==> src/pkg/epb_pkg.sv <==
// Functional notes
// - Leaf selector 09h starts page blocking
// - Only privilege level 0 may block
// - Address from page register plus data segment
// - Result code returned in accumulator
// - Misaligned page address gives general protection
// - Address outside store gives page fault
// - Clear flags and accumulator before page checks
// - Invalid page sets zero flag, invalid code
// - Unblockable type sets carry, control or other code
// - Already blocked sets carry, already-blocked code
// - Blockable unblocked page gets blocked, no error
// - Epoch-locked control page returns epoch code, retry
// - Concurrent page writer returns lock-failure code
// - Zero and carry flags only on stated cases; the code also sets the zero flag on epoch lock
// - Conflicting resource use gives general protection
// - Protected mode segment limit violation faults
// - Non-canonical address in 64-bit mode faults
package epb_pkg;
    localparam int unsigned AXI_AW       = 8;
    localparam int unsigned PAGES        = 8;
    localparam int unsigned IDX_W        = 3;
    localparam int unsigned PAGE_SHIFT   = 12;
    // Register byte offsets
    localparam logic [7:0] OFF_ACC       = 8'h00;
    localparam logic [7:0] OFF_PADDR_LO  = 8'h04;
    localparam logic [7:0] OFF_PADDR_HI  = 8'h08;
    localparam logic [7:0] OFF_CTRL      = 8'h0c;
    localparam logic [7:0] OFF_SEG_LIM   = 8'h10;
    localparam logic [7:0] OFF_SEG_BASE  = 8'h14;
    localparam logic [7:0] OFF_FLAGS     = 8'h18;
    localparam logic [7:0] OFF_FAULT     = 8'h1c;
    localparam logic [7:0] OFF_FADDR_LO  = 8'h20;
    localparam logic [7:0] OFF_FADDR_HI  = 8'h24;
    localparam logic [7:0] OFF_MAP       = 8'h28;
    localparam logic [7:0] OFF_IRQ_STAT  = 8'h2c;
    localparam logic [7:0] OFF_IRQ_EN    = 8'h30;
    localparam logic [7:0] OFF_IRQ_CLR   = 8'h34;
    // Control register fields
    localparam int unsigned CTRL_START   = 0;
    localparam int unsigned CTRL_CPL_LO  = 1;
    localparam int unsigned CTRL_MODE64  = 3;
    localparam int unsigned CTRL_PROT    = 4;
    // Map register fields
    localparam int unsigned MAP_VALID    = 8;
    localparam int unsigned MAP_TYPE_LO  = 9;
    localparam int unsigned MAP_BLOCKED  = 12;
    // Interrupt status bits
    localparam int unsigned IRQ_DONE     = 0;
    localparam int unsigned IRQ_GP       = 1;
    localparam int unsigned IRQ_PF       = 2;
    localparam int unsigned IRQ_W        = 3;
    // Protected store placement
    localparam logic [63:0] STORE_BASE   = 64'h0000_0000_8000_0000;
    localparam logic [63:0] STORE_END    = 64'h0000_0000_8000_8000;
    localparam logic [31:0] LEAF_BLOCK   = 32'h0000_0009;
    // Result codes
    localparam logic [31:0] CODE_NO_ERROR      = 32'h0000_0000;
    localparam logic [31:0] CODE_INVALID_PAGE  = 32'h0000_0005;
    localparam logic [31:0] CODE_CONTROL_PAGE  = 32'h0000_0006;
    localparam logic [31:0] CODE_NOT_BLOCKABLE = 32'h0000_0007;
    localparam logic [31:0] CODE_ALREADY_BLK   = 32'h0000_0008;
    localparam logic [31:0] CODE_EPOCH_LOCKED  = 32'h0000_0009;
    localparam logic [31:0] CODE_LOCK_FAILURE  = 32'h0000_000a;
    // Page types
    localparam logic [2:0] PT_CONTROL    = 3'h0;
    localparam logic [2:0] PT_THREAD     = 3'h1;
    localparam logic [2:0] PT_REGULAR    = 3'h2;
    localparam logic [2:0] PT_TRIMMED    = 3'h4;
    localparam logic [1:0] AXI_OKAY      = 2'h0;
    localparam logic [1:0] AXI_SLVERR    = 2'h2;
    typedef enum logic [1:0] {ST_IDLE = 2'b01, ST_EXEC = 2'b10} epb_state_e;
endpackage

==> src/verilog/epb_page_block_unit.sv <==
// Implementation choices: register access over AXI4-Lite and the address map.
`timescale 1ns/1ps
module epb_page_block_unit (
    // Clock and reset
    input  wire logic                  ref_clk_i,
    input  wire logic                  rstn_i,
    // AXI4-Lite write address and data
    input  wire logic [7:0]            s_axi_awaddr_i,
    input  wire logic                  s_axi_awvalid_i,
    output logic                       s_axi_awready_o,
    input  wire logic [31:0]           s_axi_wdata_i,
    input  wire logic [3:0]            s_axi_wstrb_i,
    input  wire logic                  s_axi_wvalid_i,
    output logic                       s_axi_wready_o,
    // AXI4-Lite write response
    output logic [1:0]                 s_axi_bresp_o,
    output logic                       s_axi_bvalid_o,
    input  wire logic                  s_axi_bready_i,
    // AXI4-Lite read
    input  wire logic [7:0]            s_axi_araddr_i,
    input  wire logic                  s_axi_arvalid_i,
    output logic                       s_axi_arready_o,
    output logic [31:0]                s_axi_rdata_o,
    output logic [1:0]                 s_axi_rresp_o,
    output logic                       s_axi_rvalid_o,
    input  wire logic                  s_axi_rready_i,
    // Concurrency status from other operations
    input  wire logic                  epoch_lock_i,
    input  wire logic                  page_writer_busy_i,
    input  wire logic                  resource_conflict_i,
    // Status outputs
    output logic                       busy_o,
    output logic                       irq_o
);
    // Bus slave state
    logic                          aw_held_r, w_held_r;
    logic [7:0]                    aw_addr_r;
    logic [31:0]                   w_data_r;
    logic [3:0]                    w_strb_r;
    logic                          bvalid_r, arready_r, rvalid_r;
    logic [1:0]                    bresp_r, rresp_r;
    logic [31:0]                   rdata_r;
    // Software visible registers
    logic [31:0]                   acc_r;
    logic [63:0]                   paddr_r;
    logic [4:0]                    ctrl_r;
    logic [31:0]                   seg_lim_r, seg_base_r;
    logic                          zf_r, cf_r, gp_r, pf_r;
    logic [63:0]                   fault_addr_r;
    logic [epb_pkg::IDX_W-1:0]     map_idx_r;
    logic [epb_pkg::IRQ_W-1:0]     irq_stat_r, irq_en_r;
    logic                          irq_r;
    // Page map entries in flip-flops
    logic [epb_pkg::PAGES-1:0]     ent_valid_r, ent_blk_r;
    logic [2:0]                    ent_type_r [epb_pkg::PAGES];
    epb_pkg::epb_state_e           state_r;

    // Write accepted when both halves are held and no response pending
    wire        wr_fire = aw_held_r && w_held_r && !bvalid_r;
    wire [31:0] wmask   = {{8{w_strb_r[3]}}, {8{w_strb_r[2]}},
                           {8{w_strb_r[1]}}, {8{w_strb_r[0]}}};
    wire [31:0] wmix_acc  = (acc_r & ~wmask) | (w_data_r & wmask);
    wire        wr_acc    = wr_fire && aw_addr_r == epb_pkg::OFF_ACC;
    wire        wr_plo    = wr_fire && aw_addr_r == epb_pkg::OFF_PADDR_LO;
    wire        wr_phi    = wr_fire && aw_addr_r == epb_pkg::OFF_PADDR_HI;
    wire        wr_ctrl   = wr_fire && aw_addr_r == epb_pkg::OFF_CTRL;
    wire        wr_lim    = wr_fire && aw_addr_r == epb_pkg::OFF_SEG_LIM;
    wire        wr_base   = wr_fire && aw_addr_r == epb_pkg::OFF_SEG_BASE;
    wire        wr_map    = wr_fire && aw_addr_r == epb_pkg::OFF_MAP;
    wire        wr_ien    = wr_fire && aw_addr_r == epb_pkg::OFF_IRQ_EN;
    wire        wr_iclr   = wr_fire && aw_addr_r == epb_pkg::OFF_IRQ_CLR;
    wire        wr_mapped = wr_acc || wr_plo || wr_phi || wr_ctrl || wr_lim ||
                            wr_base || wr_map || wr_ien || wr_iclr;
    wire        st_idle   = state_r == epb_pkg::ST_IDLE;
    wire        st_exec   = state_r == epb_pkg::ST_EXEC;
    // Start only for the blocking leaf; other selectors do nothing here
    wire        go_w      = wr_ctrl && w_data_r[epb_pkg::CTRL_START] && st_idle &&
                            acc_r == epb_pkg::LEAF_BLOCK;

    // Operand address: data segment base applied outside 64-bit mode, no override
    wire [63:0] lin  = ctrl_r[epb_pkg::CTRL_MODE64] ? paddr_r :
                       {32'h0000_0000, paddr_r[31:0] + seg_base_r};
    wire [epb_pkg::IDX_W-1:0] idx = lin[epb_pkg::PAGE_SHIFT +: epb_pkg::IDX_W];
    // Fault detection in priority order
    wire priv_bad  = ctrl_r[epb_pkg::CTRL_CPL_LO +: 2] != 2'h0;
    wire canon_bad = ctrl_r[epb_pkg::CTRL_MODE64] &&
                     !(&paddr_r[63:47] || ~|paddr_r[63:47]);
    wire lim_bad   = !ctrl_r[epb_pkg::CTRL_MODE64] && ctrl_r[epb_pkg::CTRL_PROT] &&
                     paddr_r[31:0] > seg_lim_r;
    wire align_bad = lin[epb_pkg::PAGE_SHIFT-1:0] != 12'h000;
    wire gp_early  = priv_bad || canon_bad || lim_bad || align_bad;
    wire pf_c      = !gp_early && (lin < epb_pkg::STORE_BASE ||
                     lin >= epb_pkg::STORE_END);
    wire gp_c      = gp_early || (!pf_c && resource_conflict_i);
    wire eval      = !gp_c && !pf_c;
    // Page state evaluation
    wire [2:0] ptype = ent_type_r[idx];
    wire blockable = ptype == epb_pkg::PT_REGULAR || ptype == epb_pkg::PT_THREAD ||
                     ptype == epb_pkg::PT_TRIMMED;
    wire do_epoch  = eval && epoch_lock_i;
    wire do_lock   = eval && !epoch_lock_i && page_writer_busy_i;
    wire do_state  = eval && !epoch_lock_i && !page_writer_busy_i;
    wire do_inv    = do_state && !ent_valid_r[idx];
    wire do_nblk   = do_state && ent_valid_r[idx] && !blockable;
    wire do_already = do_state && ent_valid_r[idx] && blockable && ent_blk_r[idx];
    wire do_block  = do_state && ent_valid_r[idx] && blockable && !ent_blk_r[idx];
    wire [31:0] code_c = do_epoch   ? epb_pkg::CODE_EPOCH_LOCKED :
                         do_lock    ? epb_pkg::CODE_LOCK_FAILURE :
                         do_inv     ? epb_pkg::CODE_INVALID_PAGE :
                         do_nblk    ? ((ptype == epb_pkg::PT_CONTROL) ?
                                       epb_pkg::CODE_CONTROL_PAGE :
                                       epb_pkg::CODE_NOT_BLOCKABLE) :
                         do_already ? epb_pkg::CODE_ALREADY_BLK :
                                      epb_pkg::CODE_NO_ERROR;
    wire done_ev  = st_exec;
    wire [epb_pkg::IRQ_W-1:0] ev = {st_exec && pf_c, st_exec && gp_c, done_ev};

    // Read data selection
    wire [31:0] map_rd = {19'h0_0000, ent_blk_r[map_idx_r], ent_type_r[map_idx_r],
                          ent_valid_r[map_idx_r], 5'h00, map_idx_r};
    wire [7:0]  ra = s_axi_araddr_i;
    wire        rd_hit = ra == epb_pkg::OFF_ACC || ra == epb_pkg::OFF_PADDR_LO ||
                         ra == epb_pkg::OFF_PADDR_HI || ra == epb_pkg::OFF_CTRL ||
                         ra == epb_pkg::OFF_SEG_LIM || ra == epb_pkg::OFF_SEG_BASE ||
                         ra == epb_pkg::OFF_FLAGS || ra == epb_pkg::OFF_FAULT ||
                         ra == epb_pkg::OFF_FADDR_LO || ra == epb_pkg::OFF_FADDR_HI ||
                         ra == epb_pkg::OFF_MAP || ra == epb_pkg::OFF_IRQ_STAT ||
                         ra == epb_pkg::OFF_IRQ_EN || ra == epb_pkg::OFF_IRQ_CLR;
    wire [31:0] rd_mux =
        ra == epb_pkg::OFF_ACC      ? acc_r :
        ra == epb_pkg::OFF_PADDR_LO ? paddr_r[31:0] :
        ra == epb_pkg::OFF_PADDR_HI ? paddr_r[63:32] :
        ra == epb_pkg::OFF_CTRL     ? {26'h000_0000, !st_idle, ctrl_r} :
        ra == epb_pkg::OFF_SEG_LIM  ? seg_lim_r :
        ra == epb_pkg::OFF_SEG_BASE ? seg_base_r :
        ra == epb_pkg::OFF_FLAGS    ? {30'h0000_0000, cf_r, zf_r} :
        ra == epb_pkg::OFF_FAULT    ? {30'h0000_0000, pf_r, gp_r} :
        ra == epb_pkg::OFF_FADDR_LO ? fault_addr_r[31:0] :
        ra == epb_pkg::OFF_FADDR_HI ? fault_addr_r[63:32] :
        ra == epb_pkg::OFF_MAP      ? map_rd :
        ra == epb_pkg::OFF_IRQ_STAT ? {29'h0000_0000, irq_stat_r} :
        ra == epb_pkg::OFF_IRQ_EN   ? {29'h0000_0000, irq_en_r} : 32'h0000_0000;
    wire rd_take = s_axi_arvalid_i && arready_r;

    // Write channel capture, either order
    always_ff @(posedge ref_clk_i) begin
        if (!rstn_i) begin
            aw_held_r <= 1'b0;
            w_held_r  <= 1'b0;
            aw_addr_r <= 8'h00;
            w_data_r  <= 32'h0000_0000;
            w_strb_r  <= 4'h0;
            bvalid_r  <= 1'b0;
            bresp_r   <= epb_pkg::AXI_OKAY;
        end else begin
            if (s_axi_awvalid_i && !aw_held_r) begin
                aw_held_r <= 1'b1;
                aw_addr_r <= {s_axi_awaddr_i[7:2], 2'b00};
            end
            if (s_axi_wvalid_i && !w_held_r) begin
                w_held_r <= 1'b1;
                w_data_r <= s_axi_wdata_i;
                w_strb_r <= s_axi_wstrb_i;
            end
            if (wr_fire) begin
                aw_held_r <= 1'b0;
                w_held_r  <= 1'b0;
                bvalid_r  <= 1'b1;
                bresp_r   <= wr_mapped ? epb_pkg::AXI_OKAY : epb_pkg::AXI_SLVERR;
            end else if (bvalid_r && s_axi_bready_i) begin
                bvalid_r <= 1'b0;
            end
        end
    end

    // Read channel, one cycle from address to data
    always_ff @(posedge ref_clk_i) begin
        if (!rstn_i) begin
            arready_r <= 1'b1;
            rvalid_r  <= 1'b0;
            rdata_r   <= 32'h0000_0000;
            rresp_r   <= epb_pkg::AXI_OKAY;
        end else if (rd_take) begin
            arready_r <= 1'b0;
            rvalid_r  <= 1'b1;
            rdata_r   <= rd_mux;
            rresp_r   <= rd_hit ? epb_pkg::AXI_OKAY : epb_pkg::AXI_SLVERR;
        end else if (rvalid_r && s_axi_rready_i) begin
            rvalid_r  <= 1'b0;
            arready_r <= 1'b1;
        end
    end

    // Operand registers ignore software writes while running; map index and interrupt enable take them always
    always_ff @(posedge ref_clk_i) begin
        if (!rstn_i) begin
            paddr_r    <= 64'h0000_0000_0000_0000;
            ctrl_r     <= 5'h00;
            seg_lim_r  <= 32'hffff_ffff;
            seg_base_r <= 32'h0000_0000;
            map_idx_r  <= '0;
            irq_en_r   <= '0;
        end else begin
            if (wr_plo && st_idle) paddr_r[31:0]  <= w_data_r;
            if (wr_phi && st_idle) paddr_r[63:32] <= w_data_r;
            if (wr_ctrl && st_idle) ctrl_r <= {w_data_r[4:1], 1'b0};
            if (wr_lim && st_idle) seg_lim_r <= w_data_r;
            if (wr_base && st_idle) seg_base_r <= w_data_r;
            if (wr_map) map_idx_r <= w_data_r[epb_pkg::IDX_W-1:0];
            if (wr_ien) irq_en_r <= w_data_r[epb_pkg::IRQ_W-1:0];
        end
    end

    // Sequencer: one execute cycle makes check and update indivisible
    always_ff @(posedge ref_clk_i) begin
        if (!rstn_i) begin
            state_r <= epb_pkg::ST_IDLE;
        end else begin
            case (state_r)
                epb_pkg::ST_IDLE: if (go_w) state_r <= epb_pkg::ST_EXEC;
                epb_pkg::ST_EXEC: state_r <= epb_pkg::ST_IDLE;
                default:          state_r <= epb_pkg::ST_IDLE;
            endcase
        end
    end

    // Result, flags and faults; faults leave flags and accumulator alone
    always_ff @(posedge ref_clk_i) begin
        if (!rstn_i) begin
            acc_r        <= 32'h0000_0000;
            zf_r         <= 1'b0;
            cf_r         <= 1'b0;
            gp_r         <= 1'b0;
            pf_r         <= 1'b0;
            fault_addr_r <= 64'h0000_0000_0000_0000;
        end else if (st_exec) begin
            gp_r <= gp_c;
            pf_r <= pf_c;
            if (pf_c) fault_addr_r <= lin;
            if (eval) begin
                acc_r <= code_c;
                zf_r  <= do_epoch || do_inv;
                cf_r  <= do_nblk || do_already;
            end
        end else if (wr_acc && st_idle) begin
            acc_r <= wmix_acc;
        end
    end

    // Page map: software loads entries, the operation sets blocked
    genvar g;
    generate
        for (g = 0; g < epb_pkg::PAGES; g++) begin : g_ent
            wire sw_hit = wr_map && w_data_r[epb_pkg::IDX_W-1:0] == g;
            wire op_hit = st_exec && do_block && idx == g;
            always_ff @(posedge ref_clk_i) begin
                if (!rstn_i) begin
                    ent_valid_r[g] <= 1'b0;
                    ent_blk_r[g]   <= 1'b0;
                    ent_type_r[g]  <= epb_pkg::PT_REGULAR;
                end else if (op_hit) begin
                    ent_blk_r[g] <= 1'b1;
                end else if (sw_hit && st_idle) begin
                    ent_valid_r[g] <= w_data_r[epb_pkg::MAP_VALID];
                    ent_type_r[g]  <= w_data_r[epb_pkg::MAP_TYPE_LO +: 3];
                    ent_blk_r[g]   <= w_data_r[epb_pkg::MAP_BLOCKED];
                end
            end
        end
    endgenerate

    // Sticky events; a new event beats a simultaneous clear
    always_ff @(posedge ref_clk_i) begin
        if (!rstn_i) begin
            irq_stat_r <= '0;
            irq_r      <= 1'b0;
        end else begin
            irq_stat_r <= (irq_stat_r & ~(wr_iclr ? w_data_r[epb_pkg::IRQ_W-1:0] :
                          {epb_pkg::IRQ_W{1'b0}})) | ev;
            irq_r      <= |(irq_stat_r & irq_en_r);
        end
    end

    assign s_axi_awready_o = !aw_held_r;
    assign s_axi_wready_o  = !w_held_r;
    assign s_axi_bvalid_o  = bvalid_r;
    assign s_axi_bresp_o   = bresp_r;
    assign s_axi_arready_o = arready_r;
    assign s_axi_rvalid_o  = rvalid_r;
    assign s_axi_rdata_o   = rdata_r;
    assign s_axi_rresp_o   = rresp_r;
    assign busy_o          = st_exec;
    assign irq_o           = irq_r;
endmodule

==> config.mk <==
export PLATFORM = sky130hd
export DESIGN_NAME = epb_page_block_unit
export DESIGN_NICKNAME = d
export VERILOG_FILES = /design/src/pkg/epb_pkg.sv /design/src/verilog/epb_page_block_unit.sv
export SDC_FILE = /design/constraint.sdc
export NUM_CORES = 1
export LEC_CHECK = 0
export BUFFER_PORTS_ARGS = -buffer_cell sky130_fd_sc_hd__clkbuf_2
export CORE_MARGIN = 1
export CORE_UTILIZATION = 52
export DETAILED_ROUTE_END_ITERATION = 7
export PLACE_DENSITY_LB_ADDON = 0.2
export SLEW_MARGIN = 0
export SYNTH_ARGS = -nofsm -noshare
export SYNTH_HDL_FRONTEND = slang
export SYNTH_SLANG_ARGS = --single-unit
==> constraint.sdc <==
create_clock -name ref_clk_i -period 3.77 [get_ports ref_clk_i]
set_input_delay 0.1885 -clock ref_clk_i [delete_from_list [all_inputs] [get_ports ref_clk_i]]
set_output_delay 0.1885 -clock ref_clk_i [all_outputs]
set_load 0.1 [all_outputs]
==> impl_metrics.yaml, run 1 <==
sta:
  finalSetupViolCount: 37
  hold_viol: 0
  tightestPinTransition_ns: 1.11
  setup_ws_ns: -0.0881
  maxSlewViolCount: 0
  setup_tns_ns: -1.46
  relSlewSlack: 0.256
  holdWs_ns: 0.0371
  fmax_mhz: 259
  fin_skew_ns: 0.0343
  period_share: 1.02
  rsz0062_at_grt: "yes"
  period_minus_slack_ns: 3.86
setup_path:
  cpPeakStageDelay_ns: 0.56
  path_delay_family: "simple AND/OR/NAND/NOR gates"
  crit_buf_inv: 5
  cp.arrival_ns: 4.27
  crit_cells: 17
  cp-startpoint: "paddr_r[0]"
  r2r_slack_ns: -0.09
  r2r-end: "acc_r[19]"
  worstPathCellList: "ha_4, buf_4, buf_4, a21o_1, and4_1, nor4_1, or4_4, a2111oi_4, o211ai_1, buf_4, or2_1, nor3_2, and4_4, buf_12, clkbuf_16, a2bb2oi_2, nor2_1"
  cp-start-kind: "flop"
  regToRegStartpoint: "paddr_r[0]"
  critPathRequiredTime_ns: 4.18
  cpMaxStageDelayCell: "or4_4"
  r2r_cells: 17
  critical_path_class: "flop to flop"
  crit_fanout: 7
  cp-end-kind: "flop"
  crit_end: "acc_r[19]"
  crit_top_cell: "buf_4"
placed_design:
  numPortBuffers: 100
  place_congestion: 0.964
  hpwl_um: 52000
  place_area_um2: 21600
  place_ws_ns: -0.323
global_routing:
  grt_antenna_before_repair: 0
  grt.overflow.total: 0
  grt_max_degree: 189
  grt.total_usage: 0.380
  grt_pass1_vias: 19100
  grt_pass1_wl_um: 112000
power:
  p_leak_nw: 9.72
  p_per_area_nw_per_um2: 356
  ir_drop_mv: 0.443
cts:
  htreeDepth: 2
  clock_latency_ns: 0.56
  cts_buffers: 39
  cts_num_sinks: 368
  clk_pin_slew_worst_paths_ns: 0.06
  cts_tree: "yes"
  cts-root-buf: "clkbuf_16"
  clockBufferDepth: 3
finish:
  syn2layout_area_growth_pct: 30.0
  diodes: 0
  nets: 2805
  final_common_cell: "nand2_1"
  finalInstanceArea_um2: 25000
  mostFrequentLayoutCells: "nand2_1, dfxtp_1, a21oi_1"
  fin_util: 0.685
  drive_gt1_frac: 0.255
synthesis:
  synth.distinct_cells: 98
  ys_warn_count: 0
  async_reset_ff_frac: 0
  ys_seq_area_frac: 0.395
  synth.cell_area_um2: 19200
  syn_inst: 2383
  syn_area_per_cell_um2: 8.07
  synth_edf_count: 24
  ys_seq_elements: 368
  yosys.area.top_type: "dfxtp_1"
  ys.flop_type: "dfxtp_1"
  synth_top_area_share: 0.358
  synth_area_leaders: "dfxtp_1, nand2_1, a21oi_1"
die:
  dieArea_um2: 37800
  io_pins: 105
  core_um2: 36500
  start_util: 0.527
  rows: 70
  die-width_um: 194
  die_y_um: 194
route:
  drt-initial-drc-count: 2785
  num_vias: 20400
  wirelength_um: 75700
  viasPerCell: 6.43
  route.detailed.drc: 19
  antenna_left: 0
  dr.pass1.iters: 8
  wl_per_cell_um: 23.9
job:
  drv_cap: 0
run_status:
  status: "finished with violations"
  violations: "design-rule violations, negative setup slack"
min_path:
  holdCritPathClass: "input pin to flop"
[power breakdown]
group          internal [mW]  switching, mW  total, mW
Clock                   2.49           1.65       4.14
Combinational          0.169          0.498      0.667
Sequential              4.00          0.110       4.10
[kinds of logic after synthesis]
group	Yosys count	synth area share
buffers and inverters	227	0.0483
AND/OR/NAND/NOR	919	0.214
adder cells (fa/ha/maj)	64	0.0420
XOR/XNOR	14	0.00637
other	1	0.000195
multiplexers	77	0.0481
AO/OA/AOI/OAI	713	0.245
flip-flops	368	0.395
[routing by layer]
| layer | share of wire | vias to the layer above | track usage |
|---|---|---|---|
| li1 | - | 9287 | - |
| met2 | 0.42 | 1232 | 0.566 |
| met5 | 0 | - | 0 |
| met4 | 0.035 | 0 | 0.114 |
| met1 | 0.42 | 9695 | 0.541 |
| met3 | 0.13 | 207 | 0.0921 |
[state kept, by name (all words and copies together), names as in the netlist, 2 cells and up, named ones only]
name,cells
fault_addr_r,64
ctrl_r,4
seg_base_r,32
aw_addr_r,6
map_idx_r,3
ent_valid_r,8
irq_en_r,3
state_r,2
s_axi_rdata_o,32
irq_stat_r,3
ent_type_r,24
w_data_r,32
acc_r,28
ent_blk_r,8
paddr_r,64
w_strb_r,4
seg_lim_r,32
[Yosys cell counts (9+ instances only)]
library cell	instances
or3_1	10
a222oi_1	50
inv_1	55
a2bb2oi_1	30
and3_1	24
buf_2	19
mux4_2	10
o21a_1	11
nor2_1	168
nand2b_1	15
a31oi_1	32
nand4_1	20
a22oi_1	14
a221oi_1	27
nor3_1	42
edfxtp_1	24
ha_1	63
nand3_1	63
dfxtp_1	344
nand2_1	485
a211oi_1	17
a311oi_1	9
xor2_1	10
a21oi_1	289
a32o_1	9
nor4_1	28
o22ai_1	10
mux2_2	23
clkbuf_1	134
a21o_1	14
mux2i_1	44
o211ai_1	43
o21ai_0	87
[layout make-up]
| cell class | count | area, um2 |
|---|---|---|
| fillers | 2937 | 11500 |
| repair buffers | 425 | 3480 |
| clock inverters | 13 | 211 |
| inverters | 56 | 218 |
| well taps | 468 | 586 |
| flip-flops and latches | 368 | 7630 |
| clock buffers | 56 | 1160 |
| multi-input cells | 1789 | 11700 |
[per-stage QoR]
step,power (mW),instances
floorplan,4.59,2384
global placement,4.78,3019
detailed placement,4.79,3019
CTS,8.89,3143
global route,9.09,3175
finish,8.91,3175
[how the worst min path moves through the flow]
stage                     cells after the start          endpoint  slack, ns         startpoint
final                                         5  s_axi_rresp_o[1]       0.04  s_axi_araddr_i[0]
after global routing                          2     seg_lim_r[17]       0.08             rstn_i
after CTS                                     5  s_axi_rresp_o[1]       0.04  s_axi_araddr_i[0]
after detailed placement                      3      w_data_r[15]       0.42  s_axi_wdata_i[15]
after global placement                        3      w_data_r[16]       0.41  s_axi_wdata_i[16]
after floorplan                               2          w_held_r       0.30     s_axi_wvalid_i
[tightest hold or removal path, delay by kind of cell]
family | cells | cell delay, ns
AOI/OAI and AO/OA | 1 | 0.07
buffers and inverters | 1 | 0.09
and+or+nand+nor | 3 | 0.22
[what timing repair did]
action                     CTS  global route
setup endpoints to repair  110           110
hold buffers                46             0
resized for setup           64           173
setup buffers               10            21
hold endpoints to repair    47             0
gates cloned                 1            12
pin swaps                   22            98
Power figures use the tool's default switching activity.
==> run 2, diff against run 1 <==
- CORE_UTILIZATION: 52 -> 53
- clock period: 3.77 -> 4.6 ns (I/O delays scaled with it)
==> run 2 against run 1 <==
Compared with the run above:
- the run ends with design-rule violations left
- worst hold slack got worse by 0.015 ns
- sequential power decreased by 18%
- clock skew down 0.0098 ns
- cell area fell by 12%
- die area shrank 1.9%
- cell count shrank 6.5%
- global-route usage is 0.49 points lower
- sequential cell count unchanged
- clock power shrank 18%
- routed wire length is 7.7% lower
- via count decreased by 4.6%
- combinational power decreased by 20%
==> impl_metrics.yaml, run 2 (synthesis results as in run 1) <==
cts:
  clock_latency_ns: 0.56
  clockBufferDepth: 3
  cts_tree: "yes"
  clk_pin_slew_worst_paths_ns: 0.06
  cts_buffers: 40
  cts.hold.buffers_added: 46
  cts-root-buf: "clkbuf_16"
  htreeDepth: 2
  post-cts-setup-buffers: 0
  cts_num_sinks: 368
  cts_resized: 0
sta:
  setup_ws_ns: 0.267
  hold_viol: 0
  tightestPinTransition_ns: 1.29
  period_minus_slack_ns: 4.33
  setup_tns_ns: 0
  maxSlewViolCount: 0
  rsz0062_at_grt: "no"
  relSlewSlack: 0.138
  fmax_mhz: 231
  fin_skew_ns: 0.0245
  period_share: 0.942
  finalSetupViolCount: 0
route:
  antenna_left: 0
  dr.pass1.iters: 8
  num_vias: 19500
  viasPerCell: 6.56
  route.detailed.drc: 17
  drt-initial-drc-count: 2370
  wirelength_um: 69900
  wl_per_cell_um: 23.6
global_routing:
  grt_antenna_before_repair: 0
  grt_pass1_wl_um: 106000
  grt.overflow.total: 0
  grt.total_usage: 0.375
  grt_pass1_vias: 17900
  grt_max_degree: 94
setup_path:
  worstPathCellList: "ha_1, nand4_2, or3_4, a21o_2, a311oi_1, nor3_1, o31ai_1, buf_4, nor4_1, a31oi_1, nand3_2, a21oi_1"
  cpPeakStageDelay_ns: 0.56
  regToRegStartpoint: "paddr_r[10]"
  cp.arrival_ns: 4.80
  path_delay_family: "compound AO/OA/AOI/OAI gates"
  crit_buf_inv: 1
  r2r-end: "fault_addr_r[55]"
  r2r_slack_ns: 0.27
  r2r_cells: 12
  critPathRequiredTime_ns: 5.07
  critical_path_class: "flop to flop"
  cpMaxStageDelayCell: "o31ai_1"
  crit_fanout: 17
  cp-start-kind: "flop"
  cp-end-kind: "flop"
die:
  core_um2: 35700
  dieArea_um2: 37100
  die_y_um: 193
  die-width_um: 193
  io_pins: 105
  rows: 69
  start_util: 0.540
job:
  drv_cap: 0
finish:
  drive_gt1_frac: 0.126
  nets: 2605
  final_common_cell: "nand2_1"
  mostFrequentLayoutCells: "nand2_1, dfxtp_1, a21oi_1"
  reg_top3: "fault_addr_r: 64 flops, paddr_r: 64 flops"
  syn2layout_area_growth_pct: 15.0
  diodes: 0
power:
  p_per_area_nw_per_um2: 329
  p_leak_nw: 8.51
  ir_drop_mv: 0.280
placed_design:
  hpwl_um: 49400
  numPortBuffers: 100
  place_congestion: 0.937
  place_ws_ns: 0.398
min_path:
  holdCritPathClass: "input pin to flop"
  hp-start: "epoch_lock_i"
  hold_path_depth: 3
  min_to: "zf_r"
run_status:
  status: "finished with violations"
  violations: "design-rule violations"
run 2: area by class of cell:
type	instances	area, um2
well taps	461	577
repair buffers	224	1600
multi-input cells	1789	10800
fillers	3126	13500
flip-flops and latches	368	7610
clock inverters	15	215
clock buffers	56	1160
inverters	56	218
run 2: per-layer routing:
metal  global-route usage  part of all wire
met1                0.515              0.41
met2                0.552              0.42
met3                0.112              0.13
met4                0.138             0.035
met5                    0                 0
run 2: how the worst max path moves through the flow:
stage               depth (start not counted)           from  slack [ns]          endpoint
finish                                     12    paddr_r[10]        0.27  fault_addr_r[55]
floorplan                                  15     paddr_r[0]        0.82          acc_r[4]
CTS                                        15     paddr_r[0]        0.36  fault_addr_r[55]
detailed placement                         15     paddr_r[0]        0.40  fault_addr_r[61]
global placement                           14  seg_base_r[6]        0.46  fault_addr_r[35]
global route                               12  seg_base_r[6]        0.02  fault_addr_r[63]
run 2: power breakdown:
group / switching (mW) / internal, mW / leakage, nW / total [mW]
logic: 0.399 / 0.132 / 4.83 / 0.531
clock network: 1.34 / 2.05 / 0.672 / 3.39
registers: 0.0848 / 3.27 / 3.00 / 3.36
run 2: worst min-delay path: stages:
cell      delay, ns
clkbuf_2       0.11
a21oi_1        0.07
a21oi_1        0.13
run 2: stage by stage:
stage	area [um2]	hold slack, ns	power (mW)	util	instances
after floorplan	19200	0.346	3.76	-	2384
after global placement	20300	0.439	3.91	0.569	2852
after detailed placement	20300	0.447	3.92	0.569	2852
after CTS	22100	0.0192	7.28	0.621	2969
after global routing	22100	0.0239	7.45	0.621	2969
final	22100	0.0224	7.28	0.621	2969
